$ cat src/rtl/sup_pkg.sv
// shared constants and types for the reset, watchdog and sleep supervisor
package sup_pkg;
	localparam int CLK_MHZ        = 200;
	localparam int HOLD_LONG_MS   = 18;
	localparam int HOLD_SHORT_US  = 10;
	localparam int WDT_PERIOD_MS  = 18;
	localparam int HOLD_LONG_CYC  = HOLD_LONG_MS * 1000 * CLK_MHZ;
	localparam int HOLD_SHORT_CYC = HOLD_SHORT_US * CLK_MHZ;
	localparam int WDT_PERIOD_CYC = WDT_PERIOD_MS * 1000 * CLK_MHZ;
	localparam int PRESCALE_BITS  = 7;

	localparam logic [7:0] ADDR_OPTION = 8'h00;
	localparam logic [7:0] ADDR_CONFIG = 8'h04;
	localparam logic [7:0] ADDR_STATUS = 8'h08;

	localparam logic [7:0] OPTION_RESET = 8'hFF;
	localparam int OPT_WAKE_EN_N_BIT = 7;
	localparam int OPT_PS_ASSIGN_BIT = 3;
	localparam int OPT_PS_SEL_LSB    = 0;

	localparam int CFG_WDT_FUSE_BIT = 0;
	localparam int CFG_EXT_EN_BIT   = 1;
	localparam int CFG_OSC_LSB      = 2;

	localparam int ST_SLEEP_BIT     = 0;
	localparam int ST_CORE_RST_BIT  = 1;
	localparam int ST_POWERDOWN_BIT = 3;
	localparam int ST_TIMEOUT_BIT   = 4;
	localparam int ST_PIN_WAKE_BIT  = 7;

	typedef enum logic [2:0]
	{
		LOW_POWER_CRYSTAL_MODE = 3'h0,
		STD_CRYSTAL_MODE       = 3'h1,
		FAST_CRYSTAL_MODE      = 3'h2,
		INTERNAL_OSC_MODE      = 3'h3,
		EXTERNAL_RC_MODE       = 3'h4,
		EXTERNAL_CLOCK_MODE    = 3'h5
	} osc_mode_t;

	typedef enum logic [1:0]
	{
		ST_HOLD  = 2'h0,
		ST_RUN   = 2'h1,
		ST_SLEEP = 2'h2
	} sup_state_t;

	localparam osc_mode_t OSC_RESET = INTERNAL_OSC_MODE;

	// crystal modes need the long hold after any reset; unknown codes take the long one too
	function automatic logic short_hold(input osc_mode_t m);
		short_hold = (m == INTERNAL_OSC_MODE) || (m == EXTERNAL_RC_MODE) || (m == EXTERNAL_CLOCK_MODE);
	endfunction
endpackage

$ cat src/rtl/sup_if.sv
// link between the supervisor control and its watchdog and hold timer
`timescale 1ns/1ps
interface sup_if;
	logic       wdt_clear;
	logic       wdt_enable;
	logic       ps_assign;
	logic [2:0] ps_sel;
	logic       wdt_timeout;
	logic       hold_start;
	logic       hold_long;
	logic       hold_busy;
	modport ctrl (output wdt_clear, wdt_enable, ps_assign, ps_sel, hold_start, hold_long,
		input wdt_timeout, hold_busy);
	modport wdt (input wdt_clear, wdt_enable, ps_assign, ps_sel, output wdt_timeout);
	modport hold (input hold_start, hold_long, output hold_busy);
endinterface

$ cat src/rtl/watchdog_core.sv
// watchdog counter with power-of-two prescaler
`timescale 1ns/1ps
module watchdog_core #(
	parameter int PERIOD_CYC = sup_pkg::WDT_PERIOD_CYC
) (
	input wire logic i_clk_sys,
	input wire logic i_rst,
	sup_if.wdt       bus
);
	localparam int W = $clog2(PERIOD_CYC + 1);
	typedef struct packed {
		logic [sup_pkg::PRESCALE_BITS-1:0] pre;
		logic [W-1:0]                      count;
		logic                              fire;
	} wdt_state_t;
	wdt_state_t state_reg;
	wdt_state_t state_next;
	logic [7:0] ratio_m1;
	logic       tick;

	always_comb
	begin
		state_next = state_reg;
		state_next.fire = 1'b0;
		ratio_m1 = (8'h01 << bus.ps_sel) - 8'h01;
		tick = !bus.ps_assign || (state_reg.pre == ratio_m1[sup_pkg::PRESCALE_BITS-1:0]);
		if (bus.wdt_clear || !bus.wdt_enable)
		begin
			state_next.count = '0;
			if (bus.ps_assign || !bus.wdt_enable)
				state_next.pre = '0;
		end
		else
		begin
			if (bus.ps_assign)
				state_next.pre = tick ? '0 : state_reg.pre + 1'b1;
			if (tick)
			begin
				if (state_reg.count == W'(PERIOD_CYC - 1))
				begin
					state_next.count = '0;
					state_next.fire = 1'b1;
				end
				else
					state_next.count = state_reg.count + 1'b1;
			end
		end
	end

	always_ff @(posedge i_clk_sys)
	begin
		if (i_rst)
			state_reg <= '0;
		else
			state_reg <= state_next;
	end

	assign bus.wdt_timeout = state_reg.fire;
endmodule

$ cat src/rtl/hold_timer.sv
// start-up hold timer, long or short period per start request
`timescale 1ns/1ps
module hold_timer #(
	parameter int LONG_CYC  = sup_pkg::HOLD_LONG_CYC,
	parameter int SHORT_CYC = sup_pkg::HOLD_SHORT_CYC
) (
	input wire logic i_clk_sys,
	input wire logic i_rst,
	sup_if.hold      bus
);
	// wide enough for whichever period is longer, a short one may exceed a shortened long one
	localparam int W = $clog2((LONG_CYC > SHORT_CYC ? LONG_CYC : SHORT_CYC) + 1);
	typedef struct packed {
		logic [W-1:0] count;
	} hold_state_t;
	hold_state_t state_reg;
	hold_state_t state_next;

	always_comb
	begin
		state_next = state_reg;
		if (bus.hold_start)
			state_next.count = bus.hold_long ? W'(LONG_CYC) : W'(SHORT_CYC);
		else if (state_reg.count != '0)
			state_next.count = state_reg.count - 1'b1;
	end

	always_ff @(posedge i_clk_sys)
	begin
		if (i_rst)
			state_reg <= '0;
		else
			state_reg <= state_next;
	end

	assign bus.hold_busy = state_reg.count != '0;
endmodule

$ cat src/rtl/reset_watchdog_sleep_supervisor.sv
// reset, watchdog and sleep supervisor with apb register slave
`timescale 1ns/1ps
module reset_watchdog_sleep_supervisor #(
	parameter int N_WAKE         = 4,
	parameter int HOLD_LONG_CYC  = sup_pkg::HOLD_LONG_CYC,
	parameter int WDT_PERIOD_CYC = sup_pkg::WDT_PERIOD_CYC
) (
	input  wire logic              i_clk_sys,
	input  wire logic              i_rst,
	input  wire logic              i_psel,
	input  wire logic              i_penable,
	input  wire logic              i_pwrite,
	input  wire logic [7:0]        i_paddr,
	input  wire logic [31:0]       i_pwdata,
	output logic      [31:0]       o_prdata,
	output logic                   o_pready,
	output logic                   o_pslverr,
	input  wire logic              i_sleep_op,
	input  wire logic              i_clear_watchdog_op,
	input  wire logic              i_port_access_op,
	input  wire logic              i_ext_reset_n,
	input  wire logic [N_WAKE-1:0] i_wake_pins,
	output logic                   o_core_reset,
	output logic                   o_osc_enable,
	output logic                   o_io_hold,
	output logic                   o_sleeping,
	output logic                   o_timeout_flag_n,
	output logic                   o_powerdown_flag_n,
	output logic                   o_pin_wake_flag
);
	typedef struct packed {
		sup_pkg::sup_state_t st;
		logic                timeout_flag_n;
		logic                powerdown_flag_n;
		logic                pin_wake_flag;
		logic                start;
		logic                long_hold;
		logic                clr;
		logic [N_WAKE-1:0]   snap;
		logic [7:0]          option_config;
		logic                watchdog_enable_fuse;
		logic                ext_reset_enable;
		sup_pkg::osc_mode_t  osc;
	} ctl_state_t;

	localparam ctl_state_t CTL_RESET = '{
		st:                   sup_pkg::ST_HOLD,
		timeout_flag_n:       1'b1,
		powerdown_flag_n:     1'b1,
		pin_wake_flag:        1'b0,
		start:                1'b1,
		long_hold:            1'b1,
		clr:                  1'b1,
		snap:                 '0,
		option_config:        sup_pkg::OPTION_RESET,
		watchdog_enable_fuse: 1'b1,
		ext_reset_enable:     1'b1,
		osc:                  sup_pkg::OSC_RESET
	};

	ctl_state_t state_reg;
	ctl_state_t state_next;
	logic       ext_rst;
	logic       wake_chg;
	logic       apb_access;
	logic       quiet;

	sup_if link ();

	watchdog_core #(
		.PERIOD_CYC (WDT_PERIOD_CYC)
	) u_wdt (
		.i_clk_sys (i_clk_sys),
		.i_rst     (i_rst),
		.bus       (link.wdt)
	);

	hold_timer #(
		.LONG_CYC  (HOLD_LONG_CYC),
		.SHORT_CYC (sup_pkg::HOLD_SHORT_CYC)
	) u_hold (
		.i_clk_sys (i_clk_sys),
		.i_rst     (i_rst),
		.bus       (link.hold)
	);

	function automatic logic addr_hit(input logic [7:0] a);
		addr_hit = (a == sup_pkg::ADDR_OPTION) || (a == sup_pkg::ADDR_CONFIG) || (a == sup_pkg::ADDR_STATUS);
	endfunction

	assign ext_rst    = state_reg.ext_reset_enable && !i_ext_reset_n;
	// compare against the snapshot, so a change never read before sleep wakes at once
	assign wake_chg   = !state_reg.option_config[sup_pkg::OPT_WAKE_EN_N_BIT]
		&& (i_wake_pins != state_reg.snap);
	assign apb_access = i_psel && i_penable;
	assign quiet      = !ext_rst && !link.wdt_timeout;

	always_comb
	begin
		// flags keep their value unless a reset cause or the sleep entry below rewrites them
		state_next = state_reg;
		state_next.start = 1'b0;
		state_next.clr = 1'b0;
		if (apb_access && i_pwrite)
		begin
			if (i_paddr == sup_pkg::ADDR_OPTION)
				state_next.option_config = i_pwdata[7:0];
			else if (i_paddr == sup_pkg::ADDR_CONFIG)
			begin
				state_next.watchdog_enable_fuse = i_pwdata[sup_pkg::CFG_WDT_FUSE_BIT];
				state_next.ext_reset_enable = i_pwdata[sup_pkg::CFG_EXT_EN_BIT];
				state_next.osc = sup_pkg::osc_mode_t'(i_pwdata[sup_pkg::CFG_OSC_LSB +: 3]);
			end
		end
		unique case (state_reg.st)
			sup_pkg::ST_HOLD:
			begin
				state_next.clr = 1'b1;
				// timer restarts for as long as the reset pin is held low
				if (ext_rst)
					state_next.start = 1'b1;
				else if (!state_reg.start && !link.hold_busy)
					state_next.st = sup_pkg::ST_RUN;
			end
			sup_pkg::ST_RUN:
			begin
				if (ext_rst)
					state_next.pin_wake_flag = 1'b0;
				else if (link.wdt_timeout)
				begin
					// internal only: nothing here reaches the reset pin
					state_next.pin_wake_flag = 1'b0;
					state_next.timeout_flag_n = 1'b0;
				end
				else if (i_sleep_op)
				begin
					state_next.st = sup_pkg::ST_SLEEP;
					state_next.timeout_flag_n = 1'b1;
					state_next.powerdown_flag_n = 1'b0;
					state_next.clr = 1'b1;
				end
				else
				begin
					if (i_clear_watchdog_op)
						state_next.clr = 1'b1;
					if (i_port_access_op)
						state_next.snap = i_wake_pins;
				end
			end
			sup_pkg::ST_SLEEP:
			begin
				if (ext_rst)
				begin
					state_next.pin_wake_flag = 1'b0;
					state_next.timeout_flag_n = 1'b1;
					state_next.powerdown_flag_n = 1'b0;
				end
				else if (link.wdt_timeout)
				begin
					state_next.pin_wake_flag = 1'b0;
					state_next.timeout_flag_n = 1'b0;
					state_next.powerdown_flag_n = 1'b0;
				end
				else if (wake_chg)
				begin
					state_next.pin_wake_flag = 1'b1;
					state_next.timeout_flag_n = 1'b1;
					state_next.powerdown_flag_n = 1'b0;
				end
			end
			default:
				state_next.st = sup_pkg::ST_HOLD;
		endcase
		// every reset source leaves through the hold timer with the option reloaded
		if (state_reg.st != sup_pkg::ST_HOLD && (ext_rst || link.wdt_timeout
			|| (state_reg.st == sup_pkg::ST_SLEEP && wake_chg)))
		begin
			state_next.st = sup_pkg::ST_HOLD;
			state_next.start = 1'b1;
			state_next.long_hold = !sup_pkg::short_hold(state_reg.osc);
			state_next.clr = 1'b1;
			state_next.option_config = sup_pkg::OPTION_RESET;
		end
	end

	always_ff @(posedge i_clk_sys)
	begin
		if (i_rst)
			state_reg <= CTL_RESET;
		else
			state_reg <= state_next;
	end

	assign link.wdt_clear  = state_reg.clr;
	assign link.wdt_enable = state_reg.watchdog_enable_fuse && state_reg.st != sup_pkg::ST_HOLD;
	assign link.ps_assign  = state_reg.option_config[sup_pkg::OPT_PS_ASSIGN_BIT];
	assign link.ps_sel     = state_reg.option_config[sup_pkg::OPT_PS_SEL_LSB +: 3];
	assign link.hold_start = state_reg.start;
	assign link.hold_long  = state_reg.long_hold;

	assign o_core_reset       = state_reg.st == sup_pkg::ST_HOLD;
	assign o_sleeping         = state_reg.st == sup_pkg::ST_SLEEP;
	assign o_io_hold          = o_sleeping;
	assign o_osc_enable       = !o_sleeping;
	assign o_timeout_flag_n   = state_reg.timeout_flag_n;
	assign o_powerdown_flag_n = state_reg.powerdown_flag_n;
	assign o_pin_wake_flag    = state_reg.pin_wake_flag;

	// zero wait state: every access completes in its first access cycle
	assign o_pready  = 1'b1;
	assign o_pslverr = apb_access && !addr_hit(i_paddr);

	always_comb
	begin
		o_prdata = 32'h0000_0000;
		if (i_psel && !i_pwrite)
		begin
			// option register is write only and reads as zero
			if (i_paddr == sup_pkg::ADDR_CONFIG)
			begin
				o_prdata[sup_pkg::CFG_WDT_FUSE_BIT] = state_reg.watchdog_enable_fuse;
				o_prdata[sup_pkg::CFG_EXT_EN_BIT] = state_reg.ext_reset_enable;
				o_prdata[sup_pkg::CFG_OSC_LSB +: 3] = state_reg.osc;
			end
			else if (i_paddr == sup_pkg::ADDR_STATUS)
			begin
				o_prdata[sup_pkg::ST_SLEEP_BIT] = o_sleeping;
				o_prdata[sup_pkg::ST_CORE_RST_BIT] = o_core_reset;
				o_prdata[sup_pkg::ST_POWERDOWN_BIT] = state_reg.powerdown_flag_n;
				o_prdata[sup_pkg::ST_TIMEOUT_BIT] = state_reg.timeout_flag_n;
				o_prdata[sup_pkg::ST_PIN_WAKE_BIT] = state_reg.pin_wake_flag;
			end
		end
	end
endmodule

$ cat config.mk
export PLATFORM = sky130hd
export DESIGN_NAME = reset_watchdog_sleep_supervisor
export DESIGN_NICKNAME = d
export VERILOG_FILES = /design/src/rtl/sup_pkg.sv /design/src/rtl/sup_if.sv /design/src/rtl/watchdog_core.sv /design/src/rtl/hold_timer.sv /design/src/rtl/reset_watchdog_sleep_supervisor.sv
export SDC_FILE = /design/constraint.sdc
export NUM_CORES = 1
export LEC_CHECK = 0
export BUFFER_PORTS_ARGS = -buffer_cell sky130_fd_sc_hd__buf_2
export CAP_MARGIN = 20
export CORE_UTILIZATION = 45
export DETAILED_ROUTE_END_ITERATION = 10
export PLACE_DENSITY = 0.73
export SETUP_SLACK_MARGIN = 0.2
export SLEW_MARGIN = 20
export SYNTH_ARGS = -nofsm -noshare
export SYNTH_HDL_FRONTEND = slang
export SYNTH_SLANG_ARGS = --single-unit
$ cat constraint.sdc
create_clock -name i_clk_sys -period 2.8 [get_ports i_clk_sys]
set_input_delay 0.42 -clock i_clk_sys [delete_from_list [all_inputs] [get_ports i_clk_sys]]
set_output_delay 0.42 -clock i_clk_sys [all_outputs]
set_load 0.1 [all_outputs]
==> results.md <==
* Maximum fanout encountered on the critical timing path at 4
* Flip-flop count of the largest register, all copies and words added at 29
* Worst reg-to-reg path cell count at 10
* TritonCTS buffer count at 9
* Syn Std Cell Area at 4250 µm²
* Static power due to leakage at 1.85 nW
* Hold violation count in the final report at 0
* Global placement routability congestion at 0.832
* Required arrival time at the worst endpoint at 3090 ps
* DRT antenna net count at 0
* Violated checks: setup timing
* Library cell used as clock root buffer: clkbuf_8
* Via density per instance at 5.67
* Largest area contributor in the netlist: dfxtp_1
* Worst Setup End Kind: flip-flop
* Wire length of the first global-routing pass at 16400 µm
* Fraction of post-synthesis cell area in the top cell type by area at 0.349
* Async set or reset register ratio after synthesis at 0
* Die Y-Extent at 99.2 µm
* Initial antenna violation count at 0
* Yosys warns at 0
* Post-Syn Instances at 512
* Clock transition at the registers of the reported paths at 90 ps
* H-tree levels at 3
* Synth cell count leaders: dfxtp_1, nor2_1, nand2_1, a21oi_1, buf_4
* R2r setup slk at -40 ps
* Cell variety after synth at 64
* Antenna fix cells at 0
* Register bit count reported by yosys at 74
* Period utilization at 1.01
* Total negative setup slack at -126 ps
* Dpl hpwl at 6890 µm
* WHS at 272 ps
* Number of DRC markers after the initial detailed-route iteration at 185
* Clock tree from TritonCTS: done
* Die outline area at 9840 µm²
* Count of buffers from port buffering at 40
* VDD IR max at 286 µV
* Avg WL per Cell at 14.4 µm
* Launch instance of the worst register-to-register path: link.ps_sel[2]
* EDFF count, synth at 0
* Setup repair after global routing missed its margin: yes
* Maximum clock frequency at 352 MHz
* Hold Crit Depth at 3
* Final slew viol count at 0
* Data arrival time of the critical path at 3130 ps
* Dominant cells by area after synthesis: dfxtp_1, buf_4, nor2_1, nand2_1, xnor2_1
* Run status: finished, violations left
* Fin crit period at 2840 ps
* Global router's overall resource usage at 0.204
* Residual DRC at 0
* Worst R2R End: u_wdt.state_reg[6]
* Clock network latency to the later pin of the worst-skew pair at 360 ps
* Post-synthesis area per instance at 8.30 µm²
* Clock Sinks at 74
* Final wirelength at 9760 µm
* Vias in the first global route at 3583
* Transition time of the tightest slew-check pin at 614 ps
* Post-CTS Hold Buffers at 0
* Setup clock skew after layout at 16.2 ps
* Setup Crit Path Kind: reg2reg
* Most used routing layer in global routing: met2
* Worst setup SP type: flip-flop
* Startpoint of the tightest hold check path: i_pwdata[7]
* Crit path setup slack, layout at -39.7 ps
* Die boundary width at 99.2 µm
* Number of vias in the routed layout at 3840
* Commonest register cell after synthesis: dfxtp_1
* Normalized max-slew margin at 0.589
* Class of the tightest hold or removal check: in2reg
* Number of iterations in the first detailed-routing pass at 5
* Worst hold endpoint: state_reg[12]
* Met3 global-route usage at 0.0309
* Fraction of final layout cells with drive strength greater than 1 at 0.242
* Site row count at 35
* Met1 demand-to-capacity share in global routing at 0.264
* Power per standard cell area at 439 nW/µm²
* Global route overflow at 0
* Core area at 9200 µm²
* Worst Setup Slack post-DPL at -188 ps
* Largest buffer count on any clock path at 2
* Final Net Count at 622
* Pin count of the biggest net entering global routing at 29
* Fraction of the yosys area taken by sequential cells at 0.349
* # IOs at 94
* Final setup violation count at 7
* Layout area overhead at 19.4%
* Met2 track utilization from global routing at 0.342
* Most used standard cell by instance count after synthesis: dfxtp_1
* Count of maximum capacitance violations at 0
* Initial Utilization at 0.462
[area by class of cell]
type / count / area (µm²)
tap: 111 / 139
clock buffer: 9 / 124
sequential: 74 / 1480
timing repair buffer: 62 / 510
fill: 818 / 4120
multi-input combinational: 401 / 2700
inverter: 13 / 48.8
clock inverter: 7 / 65.1
[metrics by stage]
step                      cells  cell area, µm²  total power (W)   util
after floorplan             537            4510          0.00141      -
after global placement      658            4750          0.00143  0.516
after detailed placement    658            4750          0.00144  0.516
after CTS                   677            5010          0.00224  0.545
after global routing        677            5070          0.00231  0.552
final                       677            5070          0.00223  0.552
[cells in the final DEF, fill, tap and decap left out, types with 4 or more instances in the layout]
| cell type | instances |
|---|---|
| inv_6 | 4 |
| xor2_1 | 6 |
| and3_1 | 5 |
| or3_1 | 8 |
| or4_1 | 4 |
| conb_1 | 27 |
| buf_12 | 8 |
| nand4_1 | 11 |
| or4_4 | 7 |
| a31oi_1 | 5 |
| nand2b_1 | 6 |
| clkbuf_8 | 9 |
| a22oi_1 | 5 |
| a21boi_0 | 8 |
| nor4_1 | 5 |
| o21ai_1 | 7 |
| nor3_1 | 16 |
| nand3_1 | 21 |
| a21oi_1 | 21 |
| nand2_1 | 48 |
| nand3b_1 | 4 |
| mux2i_1 | 15 |
| o31ai_1 | 7 |
| inv_1 | 12 |
| a21oi_2 | 12 |
| dfxtp_1 | 72 |
| o21ai_0 | 12 |
| ha_1 | 7 |
| xnor2_1 | 19 |
| nor2_4 | 5 |
| buf_4 | 13 |
| buf_6 | 6 |
| buf_2 | 34 |
| nor2b_1 | 4 |
| nor2_1 | 42 |
[critical path: stages (launching register included)]
cell	delay (ps)
dfxtp_2	330
or3_4	410
ha_4	170
or4b_4	490
o311ai_4	80
xor2_1	120
a211oi_2	300
a21boi_4	130
buf_12	140
or4_4	470
a21oi_2	140
[what timing repair did]
action	CTS	global route
resized for setup	15	14
endpoints found under the setup margin	30	30
hold endpoints to repair	0	0
setup buffers	2	0
cloned	1	0
pin swaps	18	3
[metal layers]
metal,wire (µm),vias up
met1,4410,1819
met4,118,0
met5,0,-
met2,4710,126
li1,-,1885
met3,512,10
[cell families after synthesis]
logic type,share of synthesized area
other,0.00177
AO/OA/AOI/OAI,0.166
XOR/XNOR,0.0536
buffers and inverters,0.0898
AND/OR/NAND/NOR,0.281
adder cells (fa/ha/maj),0.0236
flip-flops,0.349
multiplexers,0.0353
[where the power goes]
part	total, W	internal, W	leakage, nW	switching, W
clock network	0.000813	0.000347	0.0951	0.000467
logic	0.000322	0.0000715	1.16	0.000250
registers	0.00109	0.00107	0.601	0.0000231
total	0.00223	0.00149	1.85	0.000740
[worst max path at each step]
stage                               from             endpoint  slack, ps
after global routing      link.ps_sel[2]  u_wdt.state_reg[16]       -120
after detailed placement  link.ps_sel[1]   u_wdt.state_reg[6]       -190
after CTS                 link.ps_sel[2]   u_wdt.state_reg[6]        -50
after floorplan           link.ps_sel[1]   u_wdt.state_reg[4]       -170
after global placement    link.ps_sel[1]   u_wdt.state_reg[6]       -110
final                     link.ps_sel[2]   u_wdt.state_reg[6]        -40
Note: power is estimated with default switching activity, not from simulation.
